## src/verilog/bcte_pkg.sv

```systemverilog
`default_nettype none
package bcte_pkg;

    // ------------------------------------------------------------
    // cycle type codes
    // ------------------------------------------------------------
    localparam logic [3:0] CT_NORMAL = 4'h0;
    localparam logic [3:0] CT_RSV_OR_COF = 4'h1;
    localparam logic [3:0] CT_EMUL_MEM = 4'h2;
    localparam logic [3:0] CT_PORT_REPL = 4'h3;
    localparam logic [3:0] CT_VIS_IMEM = 4'h4;
    localparam logic [3:0] CT_VIS_LMEM = 4'h5;
    localparam logic [3:0] CT_VIS_EMEM_HIT = 4'h6;
    localparam logic [3:0] CT_VIS_CTRL_REG = 4'h7;

    // ------------------------------------------------------------
    // reset values and counts
    // ------------------------------------------------------------
    localparam logic [3:0] CODE_RST = 4'h0;
    localparam int SYNC_STAGES = 2;
    localparam int VIS_ADDR_CYCLES = 1;
    localparam int VIS_DATA_CYCLES = 1;

    // ------------------------------------------------------------
    // types
    // ------------------------------------------------------------
    typedef enum logic [2:0] {
        BCTE_TGT_EXT_MEM,
        BCTE_TGT_EMUL_MEM,
        BCTE_TGT_PORT_REPL,
        BCTE_TGT_CTRL_REG,
        BCTE_TGT_INT_IMEM,
        BCTE_TGT_INT_LMEM
    } bcte_target_e;

    typedef enum logic [1:0] {
        BCTE_IDLE,
        BCTE_ADDR,
        BCTE_DATA
    } bcte_phase_e;

    // visibility cycles are the codes with bit 2 set
    function automatic logic bcte_self_term(input logic [3:0] code);
        bcte_self_term = code[2];
    endfunction : bcte_self_term

endpackage : bcte_pkg
`default_nettype wire

```

## src/verilog/bcte_phase_seq.sv

```systemverilog
`timescale 1ns/1ps
`default_nettype none
module bcte_phase_seq
    import bcte_pkg::*;
(
    input wire logic core_clk_in,
    input wire logic srst_in,
    input wire logic start_in,
    input wire logic self_term_in,
    input wire logic has_data_in,
    input wire logic addr_ack_in,
    input wire logic transfer_ack_in,
    output logic idle_out,
    output logic addr_phase_out,
    output logic data_phase_out,
    output logic start_pulse_out,
    output logic done_out
);

    bcte_phase_e state;
    bcte_phase_e next_state;
    logic self_term;
    logic has_data;
    logic next_self_term;
    logic next_has_data;
    logic next_done;

    // ------------------------------------------------------------
    // phase sequencing
    // ------------------------------------------------------------
    always_comb
    begin
        next_state = state;
        next_done = 1'b0;
        next_self_term = self_term;
        next_has_data = has_data;
        unique case (state)
            BCTE_IDLE:
            begin
                if (start_in)
                begin
                    next_state = BCTE_ADDR;
                    next_self_term = self_term_in;
                    next_has_data = has_data_in;
                end
            end
            BCTE_ADDR:
            begin
                if (self_term)
                begin
                    // one clock, no acknowledge awaited
                    next_state = has_data ? BCTE_DATA : BCTE_IDLE;
                    next_done = !has_data;
                end
                else if (addr_ack_in)
                begin
                    // ack pair may come together
                    next_state = transfer_ack_in ? BCTE_IDLE : BCTE_DATA;
                    next_done = transfer_ack_in;
                end
            end
            BCTE_DATA:
            begin
                if (self_term || transfer_ack_in)
                begin
                    next_state = BCTE_IDLE;
                    next_done = 1'b1;
                end
            end
        endcase
    end

    always_ff @(posedge core_clk_in)
    begin
        if (srst_in)
        begin
            state <= BCTE_IDLE;
            self_term <= 1'b0;
            has_data <= 1'b0;
            idle_out <= 1'b1;
            addr_phase_out <= 1'b0;
            data_phase_out <= 1'b0;
            start_pulse_out <= 1'b0;
            done_out <= 1'b0;
        end
        else
        begin
            state <= next_state;
            self_term <= next_self_term;
            has_data <= next_has_data;
            idle_out <= (next_state == BCTE_IDLE);
            addr_phase_out <= (next_state == BCTE_ADDR);
            data_phase_out <= (next_state == BCTE_DATA);
            start_pulse_out <= (state == BCTE_IDLE) && start_in;
            done_out <= next_done;
        end
    end

    // ------------------------------------------------------------
    // checks
    // ------------------------------------------------------------
    property p_vis_addr_one;
        @(posedge core_clk_in) disable iff (srst_in)
        addr_phase_out && self_term |=> !addr_phase_out;
    endproperty
    a_vis_addr_one: assert property (p_vis_addr_one)
        else $error("visibility address phase longer than one clock");

    property p_vis_data_one;
        @(posedge core_clk_in) disable iff (srst_in)
        addr_phase_out && self_term && has_data
            |=> data_phase_out ##1 !data_phase_out && done_out;
    endproperty
    a_vis_data_one: assert property (p_vis_data_one)
        else $error("visibility data phase not exactly one clock");

    property p_ext_waits_ack;
        @(posedge core_clk_in) disable iff (srst_in)
        addr_phase_out && !self_term && !addr_ack_in |=> addr_phase_out;
    endproperty
    a_ext_waits_ack: assert property (p_ext_waits_ack)
        else $error("external address phase ended without addr_ack");

    property p_ext_waits_tack;
        @(posedge core_clk_in) disable iff (srst_in)
        data_phase_out && !self_term && !transfer_ack_in
            |=> data_phase_out && !done_out;
    endproperty
    a_ext_waits_tack: assert property (p_ext_waits_tack)
        else $error("external data phase ended without transfer_ack");

endmodule : bcte_phase_seq
`default_nettype wire

```

## src/verilog/bcte_encoder.sv

```systemverilog
`timescale 1ns/1ps
`default_nettype none
module bcte_encoder
    import bcte_pkg::*;
#(
    parameter int ADDR_W = 32
)
(
    input wire logic core_clk_in,
    input wire logic srst_in,
    input wire logic req_valid_in,
    input wire bcte_target_e req_target_in,
    input wire logic req_instr_in,
    input wire logic req_indirect_in,
    input wire logic req_reserve_in,
    input wire logic req_cache_hit_in,
    input wire logic req_aborted_in,
    input wire logic req_write_in,
    input wire logic [ADDR_W-1:0] req_addr_in,
    input wire logic addr_ack_in,
    input wire logic transfer_ack_in,
    output logic req_ready_out,
    output logic [3:0] cycle_type_code_out,
    output logic transfer_start_out,
    output logic addr_phase_out,
    output logic data_phase_out,
    output logic [ADDR_W-1:0] addr_out,
    output logic addr_type_instr_bit_out,
    output logic write_read_ind_out,
    output logic self_term_out,
    output logic cycle_done_out
);

    // ------------------------------------------------------------
    // classification
    // ------------------------------------------------------------
    function automatic logic [3:0] encode_cycle(
        input bcte_target_e target,
        input logic instr,
        input logic indirect,
        input logic reserve,
        input logic hit,
        input logic aborted
    );
        logic [3:0] code;
        code = CT_NORMAL;
        unique case (target)
            BCTE_TGT_CTRL_REG:
                code = CT_VIS_CTRL_REG;
            BCTE_TGT_INT_IMEM:
                code = CT_VIS_IMEM;
            BCTE_TGT_INT_LMEM:
                code = CT_VIS_LMEM;
            BCTE_TGT_PORT_REPL:
                code = CT_PORT_REPL;
            BCTE_TGT_EMUL_MEM:
            begin
                // a hit in the cache is echoed as internal visibility
                if (hit)
                    code = instr ? CT_VIS_IMEM : CT_VIS_LMEM;
                else
                    code = CT_EMUL_MEM;
            end
            BCTE_TGT_EXT_MEM:
            begin
                if (hit || (instr && aborted))
                    code = CT_VIS_EMEM_HIT;
                else if (instr && indirect)
                    code = CT_RSV_OR_COF;
                else if (!instr && reserve)
                    code = CT_RSV_OR_COF;
                else
                    code = CT_NORMAL;
            end
            default:
                code = CT_NORMAL;
        endcase
        encode_cycle = code;
    endfunction : encode_cycle

    // instruction bus echoes are address only; register access always
    // carries data
    function automatic logic cycle_has_data(
        input logic [3:0] code,
        input logic instr
    );
        if (code == CT_VIS_CTRL_REG)
            cycle_has_data = 1'b1;
        else if (bcte_self_term(code))
            cycle_has_data = !instr;
        else
            cycle_has_data = 1'b1;
    endfunction : cycle_has_data

    // indirect branch targets are flagged by a write on the r/w line on emulation memory and visibility cycles; external 0001 fetches read
    function automatic logic cycle_wr(
        input logic [3:0] code,
        input logic instr,
        input logic indirect,
        input logic write
    );
        if (!instr)
            cycle_wr = write;
        else if (code == CT_EMUL_MEM)
            cycle_wr = indirect;
        else if (bcte_self_term(code))
            cycle_wr = indirect;
        else
            cycle_wr = 1'b0;
    endfunction : cycle_wr

    // ------------------------------------------------------------
    // acknowledge synchronisers
    // ------------------------------------------------------------
    logic [SYNC_STAGES-1:0] addr_ack_sync;
    logic [SYNC_STAGES-1:0] tack_sync;
    logic [SYNC_STAGES-1:0] next_addr_ack_sync;
    logic [SYNC_STAGES-1:0] next_tack_sync;

    always_comb
    begin
        next_addr_ack_sync = {addr_ack_sync[SYNC_STAGES-2:0], addr_ack_in};
        next_tack_sync = {tack_sync[SYNC_STAGES-2:0], transfer_ack_in};
    end

    always_ff @(posedge core_clk_in)
    begin
        if (srst_in)
        begin
            addr_ack_sync <= '0;
            tack_sync <= '0;
        end
        else
        begin
            addr_ack_sync <= next_addr_ack_sync;
            tack_sync <= next_tack_sync;
        end
    end

    // ------------------------------------------------------------
    // request capture
    // ------------------------------------------------------------
    logic take;
    logic [3:0] req_code;
    logic req_has_data;
    logic req_wr;
    logic [3:0] next_code;
    logic [ADDR_W-1:0] next_addr;
    logic next_instr_bit;
    logic next_wr;
    logic next_self_term;

    always_comb
    begin
        take = req_valid_in && req_ready_out;
        req_code = encode_cycle(req_target_in, req_instr_in,
            req_indirect_in, req_reserve_in, req_cache_hit_in,
            req_aborted_in);
        req_has_data = cycle_has_data(req_code, req_instr_in);
        req_wr = cycle_wr(req_code, req_instr_in, req_indirect_in,
            req_write_in);
        // held until the next request so an observer sees it with the
        // address for the whole phase
        next_code = cycle_type_code_out;
        next_addr = addr_out;
        next_instr_bit = addr_type_instr_bit_out;
        next_wr = write_read_ind_out;
        next_self_term = self_term_out;
        if (take)
        begin
            next_code = req_code;
            next_addr = req_addr_in;
            next_instr_bit = req_instr_in;
            next_wr = req_wr;
            next_self_term = bcte_self_term(req_code);
        end
    end

    always_ff @(posedge core_clk_in)
    begin
        if (srst_in)
        begin
            cycle_type_code_out <= CODE_RST;
            addr_out <= '0;
            addr_type_instr_bit_out <= 1'b0;
            write_read_ind_out <= 1'b0;
            self_term_out <= 1'b0;
        end
        else
        begin
            cycle_type_code_out <= next_code;
            addr_out <= next_addr;
            addr_type_instr_bit_out <= next_instr_bit;
            write_read_ind_out <= next_wr;
            self_term_out <= next_self_term;
        end
    end

    // ------------------------------------------------------------
    // phase sequencer
    // ------------------------------------------------------------
    bcte_phase_seq u_seq (
        .core_clk_in(core_clk_in),
        .srst_in(srst_in),
        .start_in(take),
        .self_term_in(bcte_self_term(req_code)),
        .has_data_in(req_has_data),
        .addr_ack_in(addr_ack_sync[SYNC_STAGES-1]),
        .transfer_ack_in(tack_sync[SYNC_STAGES-1]),
        .idle_out(req_ready_out),
        .addr_phase_out(addr_phase_out),
        .data_phase_out(data_phase_out),
        .start_pulse_out(transfer_start_out),
        .done_out(cycle_done_out)
    );

    // ------------------------------------------------------------
    // checks
    // ------------------------------------------------------------
    property p_ts_opens_phase;
        @(posedge core_clk_in) disable iff (srst_in)
        take |=> transfer_start_out && addr_phase_out ##1 !transfer_start_out;
    endproperty
    a_ts_opens_phase: assert property (p_ts_opens_phase)
        else $error("transfer start not a single clock at phase start");

    property p_code_normal;
        @(posedge core_clk_in) disable iff (srst_in)
        take && req_target_in == BCTE_TGT_EXT_MEM && !req_cache_hit_in
            && !req_instr_in && !req_reserve_in
            |=> cycle_type_code_out == CT_NORMAL && !self_term_out;
    endproperty
    a_code_normal: assert property (p_code_normal)
        else $error("plain external data access not coded normal");

    property p_code_rsv;
        @(posedge core_clk_in) disable iff (srst_in)
        take && req_target_in == BCTE_TGT_EXT_MEM && !req_cache_hit_in
            && !req_instr_in && req_reserve_in
            |=> cycle_type_code_out == CT_RSV_OR_COF
            && !addr_type_instr_bit_out;
    endproperty
    a_code_rsv: assert property (p_code_rsv)
        else $error("reservation start not coded 0001");

    property p_code_cof;
        @(posedge core_clk_in) disable iff (srst_in)
        take && req_target_in == BCTE_TGT_EXT_MEM && !req_cache_hit_in
            && !req_aborted_in && req_instr_in && req_indirect_in
            |=> cycle_type_code_out == CT_RSV_OR_COF
            && addr_type_instr_bit_out;
    endproperty
    a_code_cof: assert property (p_code_cof)
        else $error("indirect fetch not coded 0001");

    property p_code_emul;
        @(posedge core_clk_in) disable iff (srst_in)
        take && req_target_in == BCTE_TGT_EMUL_MEM && !req_cache_hit_in
            |=> cycle_type_code_out == CT_EMUL_MEM
            && write_read_ind_out == ($past(req_instr_in)
            ? $past(req_indirect_in) : $past(req_write_in));
    endproperty
    a_code_emul: assert property (p_code_emul)
        else $error("emulation memory code or r/w flag wrong");

    property p_code_port;
        @(posedge core_clk_in) disable iff (srst_in)
        take && req_target_in == BCTE_TGT_PORT_REPL
            |=> cycle_type_code_out == CT_PORT_REPL;
    endproperty
    a_code_port: assert property (p_code_port)
        else $error("port replacement access not coded 0011");

    property p_vis_wr;
        @(posedge core_clk_in) disable iff (srst_in)
        take && (req_target_in == BCTE_TGT_INT_IMEM
            || req_target_in == BCTE_TGT_INT_LMEM) && req_instr_in
            |=> self_term_out && write_read_ind_out == $past(req_indirect_in);
    endproperty
    a_vis_wr: assert property (p_vis_wr)
        else $error("internal visibility indirect flag wrong");

    property p_emem_hit;
        @(posedge core_clk_in) disable iff (srst_in)
        take && req_target_in == BCTE_TGT_EXT_MEM && req_cache_hit_in
            && req_instr_in && req_indirect_in
            |=> cycle_type_code_out == CT_VIS_EMEM_HIT && write_read_ind_out
            ##1 !addr_phase_out && !data_phase_out;
    endproperty
    a_emem_hit: assert property (p_emem_hit)
        else $error("cache hit echo wrong code, flag or length");

    property p_ctrl_reg;
        @(posedge core_clk_in) disable iff (srst_in)
        take && req_target_in == BCTE_TGT_CTRL_REG
            |=> cycle_type_code_out == CT_VIS_CTRL_REG && addr_phase_out
            ##1 data_phase_out ##1 cycle_done_out;
    endproperty
    a_ctrl_reg: assert property (p_ctrl_reg)
        else $error("register access echo not address then data");

    property p_addr_stable;
        @(posedge core_clk_in) disable iff (srst_in)
        addr_phase_out && $past(addr_phase_out)
            |-> $stable(cycle_type_code_out) && $stable(addr_out)
            && !transfer_start_out;
    endproperty
    a_addr_stable: assert property (p_addr_stable)
        else $error("code or address moved within address phase");

endmodule : bcte_encoder
`default_nettype wire

```

## config.mk

```make
export PLATFORM = sky130hd
export DESIGN_NAME = bcte_encoder
export DESIGN_NICKNAME = d
export VERILOG_FILES = /design/src/verilog/bcte_pkg.sv /design/src/verilog/bcte_phase_seq.sv /design/src/verilog/bcte_encoder.sv
export SDC_FILE = /design/constraint.sdc
export NUM_CORES = 1
export LEC_CHECK = 0
export BUFFER_PORTS_ARGS = -buffer_cell sky130_fd_sc_hd__buf_4
export CAP_MARGIN = 25
export CORE_ASPECT_RATIO = 0.8
export CORE_MARGIN = 2
export CORE_UTILIZATION = 45
export DETAILED_ROUTE_END_ITERATION = 10
export PLACE_DENSITY = 0.8
export SYNTH_ARGS = -nofsm -noshare
export SYNTH_HDL_FRONTEND = slang
export SYNTH_SLANG_ARGS = --single-unit
export TNS_END_PERCENT = 100
```

## constraint.sdc

```tcl
create_clock -name core_clk_in -period 1.88 [get_ports core_clk_in]
set_input_delay 0.47 -clock core_clk_in [delete_from_list [all_inputs] [get_ports core_clk_in]]
set_output_delay 0.47 -clock core_clk_in [all_outputs]
set_load 0.005 [all_outputs]
```

Word level (Yosys, flattened, before mapping). Index checks and enable logic that the tools add are counted.

Output and inout bits: 44. Bits of input ports: 46. Word-level logic and storage cells: 61. Bits in registers: 52.

Muxes and demuxes: 22. Equal/unequal tests: 11. Reductions and logical operators: 13.

Operators by type and width (number): $pmux W3 S6 (1); $mux W2 (6); $mux W1 (11); $eq A3 B2 Y1 const B (2); $eq A3 B3 Y1 const B (2); $mux W3 (2); $pmux W2 S3 (1); $logic_and A1 B1 Y1 (5); $eq A2 B1 Y1 const B (2); $eq A2 B2 Y1 const B (2); $eq A4 B2 Y1 const B (1); $eq A4 B3 Y1 const B (1); $logic_not A2 Y1 (2); $eq A3 B1 Y1 const B (1); $logic_not A3 Y1 (1); $logic_not A1 Y1 (2); $logic_or A1 B1 Y1 (2); $pmux W1 S2 (1); $reduce_and A2 Y1 (1).

Logic depth before layout (Yosys ltp).
Depth in word-level cells: 9. Mapped depth: 6. Mapped depth without buffers: 6.

Modules after synthesis. Synthesis repeated with hierarchy kept, for this count alone.

Cells, all modules: 237. Area, all modules: 2001.9 µm².

Modules (own cells, without submodules): bcte_encoder (cells an instance 190, area an instance 1560.2 µm², instances 1, seq. area each 820.8 µm²); bcte_phase_seq (cells an instance 47, area an instance 441.7 µm², instances 1, seq. area each 180.2 µm²).

Worst setup path after synthesis. No wires, ideal clock.

Path kind: reg2reg. Start point: reg u_seq.state[0]. End point: reg u_seq.data_phase_out. Buffers on the path: 0. Setup time: 60 ps. Clock period less this slack: 1445 ps. Required time: 1820 ps. Stages on the path, launching flop included: 7. Arrival time: 1385 ps. Slack: 435 ps. Path through: dfxtp_1 -> inv_1 -> ha_1 -> inv_1 -> o21ai_1 -> a2111oi_4 -> and3_1.

Word-level cells in the longest chain between the ends: 4. Elaborated cells on any way between the ends: 9. Classes of those cells: 3 x eq/ne; 5 x mux; 1 x reduce/logical.

Ends and longest elaborated chain: start: declaration (line bcte_phase_seq.sv:20) `bcte_phase_e state;`; start signal: assignment (line bcte_phase_seq.sv:88) `state <= next_state;`; $mux W2 (line bcte_phase_seq.sv:55) `else if (addr_ack_in)`; $mux W2 (line bcte_phase_seq.sv:49) `if (self_term)`; $pmux W2 S3 * (line bcte_phase_seq.sv:37) `unique case (state)`; $eq A2 B2 Y1 * (line bcte_phase_seq.sv:93) `data_phase_out <= (next_state == BCTE_DATA);`; end signal: assignment (line bcte_phase_seq.sv:93); end: declaration (line bcte_phase_seq.sv:15) `output logic data_phase_out,`.

Mark *: on every way between the ends. The rest lies on a longest branch, timed or not. A chain may end at the register's enable or synchronous reset.

Worst setup path after layout.
Start point: reg u_seq.state[1]. End point: reg u_seq.data_phase_out.

Same word-level chain as after synthesis.

==> flow_metrics.env <==
export IMPL_r2r_setup_slack_ns=0.23
export IMPL_grt_ovfl_total=0
export IMPL_area_growth_syn_to_layout_pct=42.7
export IMPL_synth_edf_count=0
export IMPL_remaining_drc_errors=0
export IMPL_critical_path_class="register to register"
export IMPL_netlist_top_cells_area="dfxtp_1 (52%), nand2_1 (14%), a21oi_1 (10%), nor2b_1 (2.3%), a211oi_1 (1.9%)"
export IMPL_row_count=21
export IMPL_slew_viol_final=0
export IMPL_worstSetupStartpointType="register"
export IMPL_grt_pass1_wl_mm=7.47
export IMPL_holdPathStages=2
export IMPL_cp_cell_sequence="inv_1, ha_1, inv_1, o21ai_1, a2111oi_4, and3_1"
export IMPL_grt_util_met3_pct=5.20
export IMPL_rsz0062_at_grt="no"
export IMPL_num_vias=1828
export IMPL_drt_vias_per_instance=4.85
export IMPL_avgSynthCellArea_um2=8.23
export IMPL_place_congestion=0.926
export IMPL_status="completed"
export IMPL_cp_data_arrival_time_ns=1.90
export IMPL_busiest_layer="met2"
export IMPL_insertion_delay_ns=0.30
export IMPL_cap_violations=0
export IMPL_synth_commonest_cells="nand2_1 (70), dfxtp_1 (50), a21oi_1 (39)"
export IMPL_irDropWorstVdd_uv=597
export IMPL_antenna_cells=0
export IMPL_max_freq_mhz=606
export IMPL_final_area_um2=2770
export IMPL_path_max_fanout=4
export IMPL_drt_first_iter_violations=112
export IMPL_cts_setup_buffers=0
export IMPL_initial_core_util_pct=46.5
export IMPL_ff2ff_path_depth=6
export IMPL_antenna_found_initial=0
export IMPL_whs_endpoint="addr_ack_sync[0]"
export IMPL_clkSlewWorstSetupHoldPaths_ns=0.09
export IMPL_tns_ns=0
export IMPL_drt_antenna_violating_nets=0
export IMPL_dr_pass1_iters=4
export IMPL_grt_max_degree=48
export IMPL_p_clk_share_pct=35.2
export IMPL_whs_ns=0.380
export IMPL_power_density_nw_per_um2=902
export IMPL_die_w_um=77.4
export IMPL_die_area_um2=4860
export IMPL_cpPeakStageDelay_ns=0.41
export IMPL_routed_wl_mm=4.35
export IMPL_synth_cell_types=35
export IMPL_final_layout_size_suffix_gt1_share_pct=32.5
export IMPL_synth_seq_cells=50
export IMPL_r2r_end="u_seq.data_phase_out"
export IMPL_io_pins=90
export IMPL_setup_viol=0
export IMPL_hpwlAfterDp_mm=3.06
export IMPL_finClkSkew_ns=0.00634
export IMPL_yosysTopAreaCell="dfxtp_1"
export IMPL_netSwitchingPower_uw=601
export IMPL_synth_top_area_share_pct=51.5
export IMPL_synthCells=236
export IMPL_worst_hold_path_type="input pin to register"
export IMPL_cts_buffers=5
export IMPL_crit_required_ns=2.13
export IMPL_syn_area_um2=1940
export IMPL_grtUsageTotal_pct=18.9
export IMPL_core_um2=4180
export IMPL_fin_crit_ns=1.65
export IMPL_grtUsageMet1_pct=24.5
export IMPL_synth_seq_area_share_pct=51.5
export IMPL_synth_warning_count=0
export IMPL_cts_resized=0
export IMPL_p_leak_nw=1.22
export IMPL_hold_start="addr_ack_in"
export IMPL_cts_buffer_depth=2
export IMPL_fin_nets=368
export IMPL_worst_setup_path_end_kind="register"
export IMPL_layout_setup_ws_ns=0.229
export IMPL_cts_hold_buf=0
export IMPL_wl_per_cell_um=11.5
export IMPL_gr_usage_met2_pct=30.5
export IMPL_cp_slowest_cell="dfxtp_1"
export IMPL_post_route_period_util_pct=87.8
export IMPL_cpMostUsedCell="inv_1"
export IMPL_h_tree_depth=2
export IMPL_dpl_cell_area_um2=2630
export IMPL_sw_frac_of_total_pct=24.0
export IMPL_io_buffers=88
export IMPL_pwr_share_seq_pct=47.3
export IMPL_grt_pass1_vias=1709
export IMPL_post_synth_top_count_cell="nand2_1"
export IMPL_hold_violations=0
export IMPL_regToRegStartpoint="u_seq.state[1]"
export IMPL_die_height_um=62.8
export IMPL_pre_cts_slack_ns=0.306
export IMPL_root_buffer="clkbuf_8"
export IMPL_cts_tree="built"
export IMPL_internal_power_mw=1.90
export IMPL_power_frac_comb_pct=17.5
export IMPL_synth_ff_type="dfxtp_1"
export IMPL_async_flop_share_pct=0
export IMPL_clock_sinks=50
export IMPL_syn_num_nets=285
## critical path: cells and delay by family (launching register included)
kind	cells	cell delay [ns]
flops	1	0.41
simple gates	1	0.20
compound gates	2	0.49
fa+ha+maj	1	0.31
buf+inv	2	0.19
## power groups by stage
stage               combinational (mW)  sequential (mW)  clock (mW)
floorplan                        0.207             1.21           0
global placement                 0.429             1.21           0
detailed placement               0.438             1.21           0
CTS                              0.441             1.18       0.907
global route                     0.491             1.19       0.939
finish                           0.437             1.18       0.880
## sequential cells by signal, indices dropped and copies added (netlist names)
register                 count
addr_type_instr_bit_out      1
u_seq.done_out               1
addr_out                    32
u_seq.idle_out               1
u_seq.state                  2
u_seq.addr_phase_out         1
u_seq.data_phase_out         1
self_term_out                1
u_seq.self_term              1
write_read_ind_out           1
addr_ack_sync                2
u_seq.start_pulse_out        1
tack_sync                    2
u_seq.has_data               1
cycle_type_code_out          2
## metrics by stage
stage	std cells	total power [mW]	util (%)
6_report	377	2.50	66.3
5_1_grt	377	2.62	66.3
4_1_cts	377	2.53	66.3
3_5_place_dp	369	1.65	63.0
3_3_place_gp	369	1.63	63.0
2_1_floorplan	236	1.42	-
## how the worst max path moves through the flow
stage	from	end	slack [ns]	cells after the start
floorplan	u_seq.state[0]	u_seq.data_phase_out	0.43	6
global placement	u_seq.state[0]	u_seq.data_phase_out	0.33	6
detailed placement	u_seq.state[1]	u_seq.data_phase_out	0.31	6
CTS	u_seq.state[1]	u_seq.data_phase_out	0.26	6
global route	u_seq.state[0]	u_seq.data_phase_out	0.1	6
finish	u_seq.state[1]	u_seq.data_phase_out	0.23	6
## logic make-up after synthesis
logic type               count (synthesis)  share of synthesized area [%]
AO/OA/AOI/OAI                           59                           18.3
adder cells (fa/ha/maj)                  3                           1.93
buffers and inverters                   21                           4.64
flip-flops                              50                           51.5
multiplexers                             1                          0.580
other                                    1                          0.193
AND/OR/NAND/NOR                        101                           22.8
## metal layers
metal	vias to the layer above	part of all wire [%]
li1	947	-
met1	812	46
met2	63	47
met3	6	6.3
met4	0	1.1
met5	-	0
## final cells by class
class                   instances  area, µm²
fillers                       362       1410
flip-flops and latches         50       1000
multi-input cells             165        851
repair buffers                 92        691
well taps                      57       71.3
clock buffers                   5       68.8
clock inverters                 3       68.8
inverters                       5       18.8
## cell usage in the layout (no fill, tap or decap), drive strengths merged
master and count:
buf 92, nand2 70, dfxtp 50, a21oi 39, nor2 8, nor2b 7
o21ai 6, inv 5, a211oi 5, clkbuf 5, nand2b 3, nor3 3
ha 3, nand3b 2, a311oi 2, bufinv 2, nand3 2, and2 1
a31oi 1, a22o 1, nor4b 1, nor3b 1, or2b 1, a21o 1
a2111oi 1, nor4 1, a211o 1, and3 1, o211ai 1, mux2 1
o21a 1, conb 1, clkinv 1
Power figures use the tool's default switching activity.
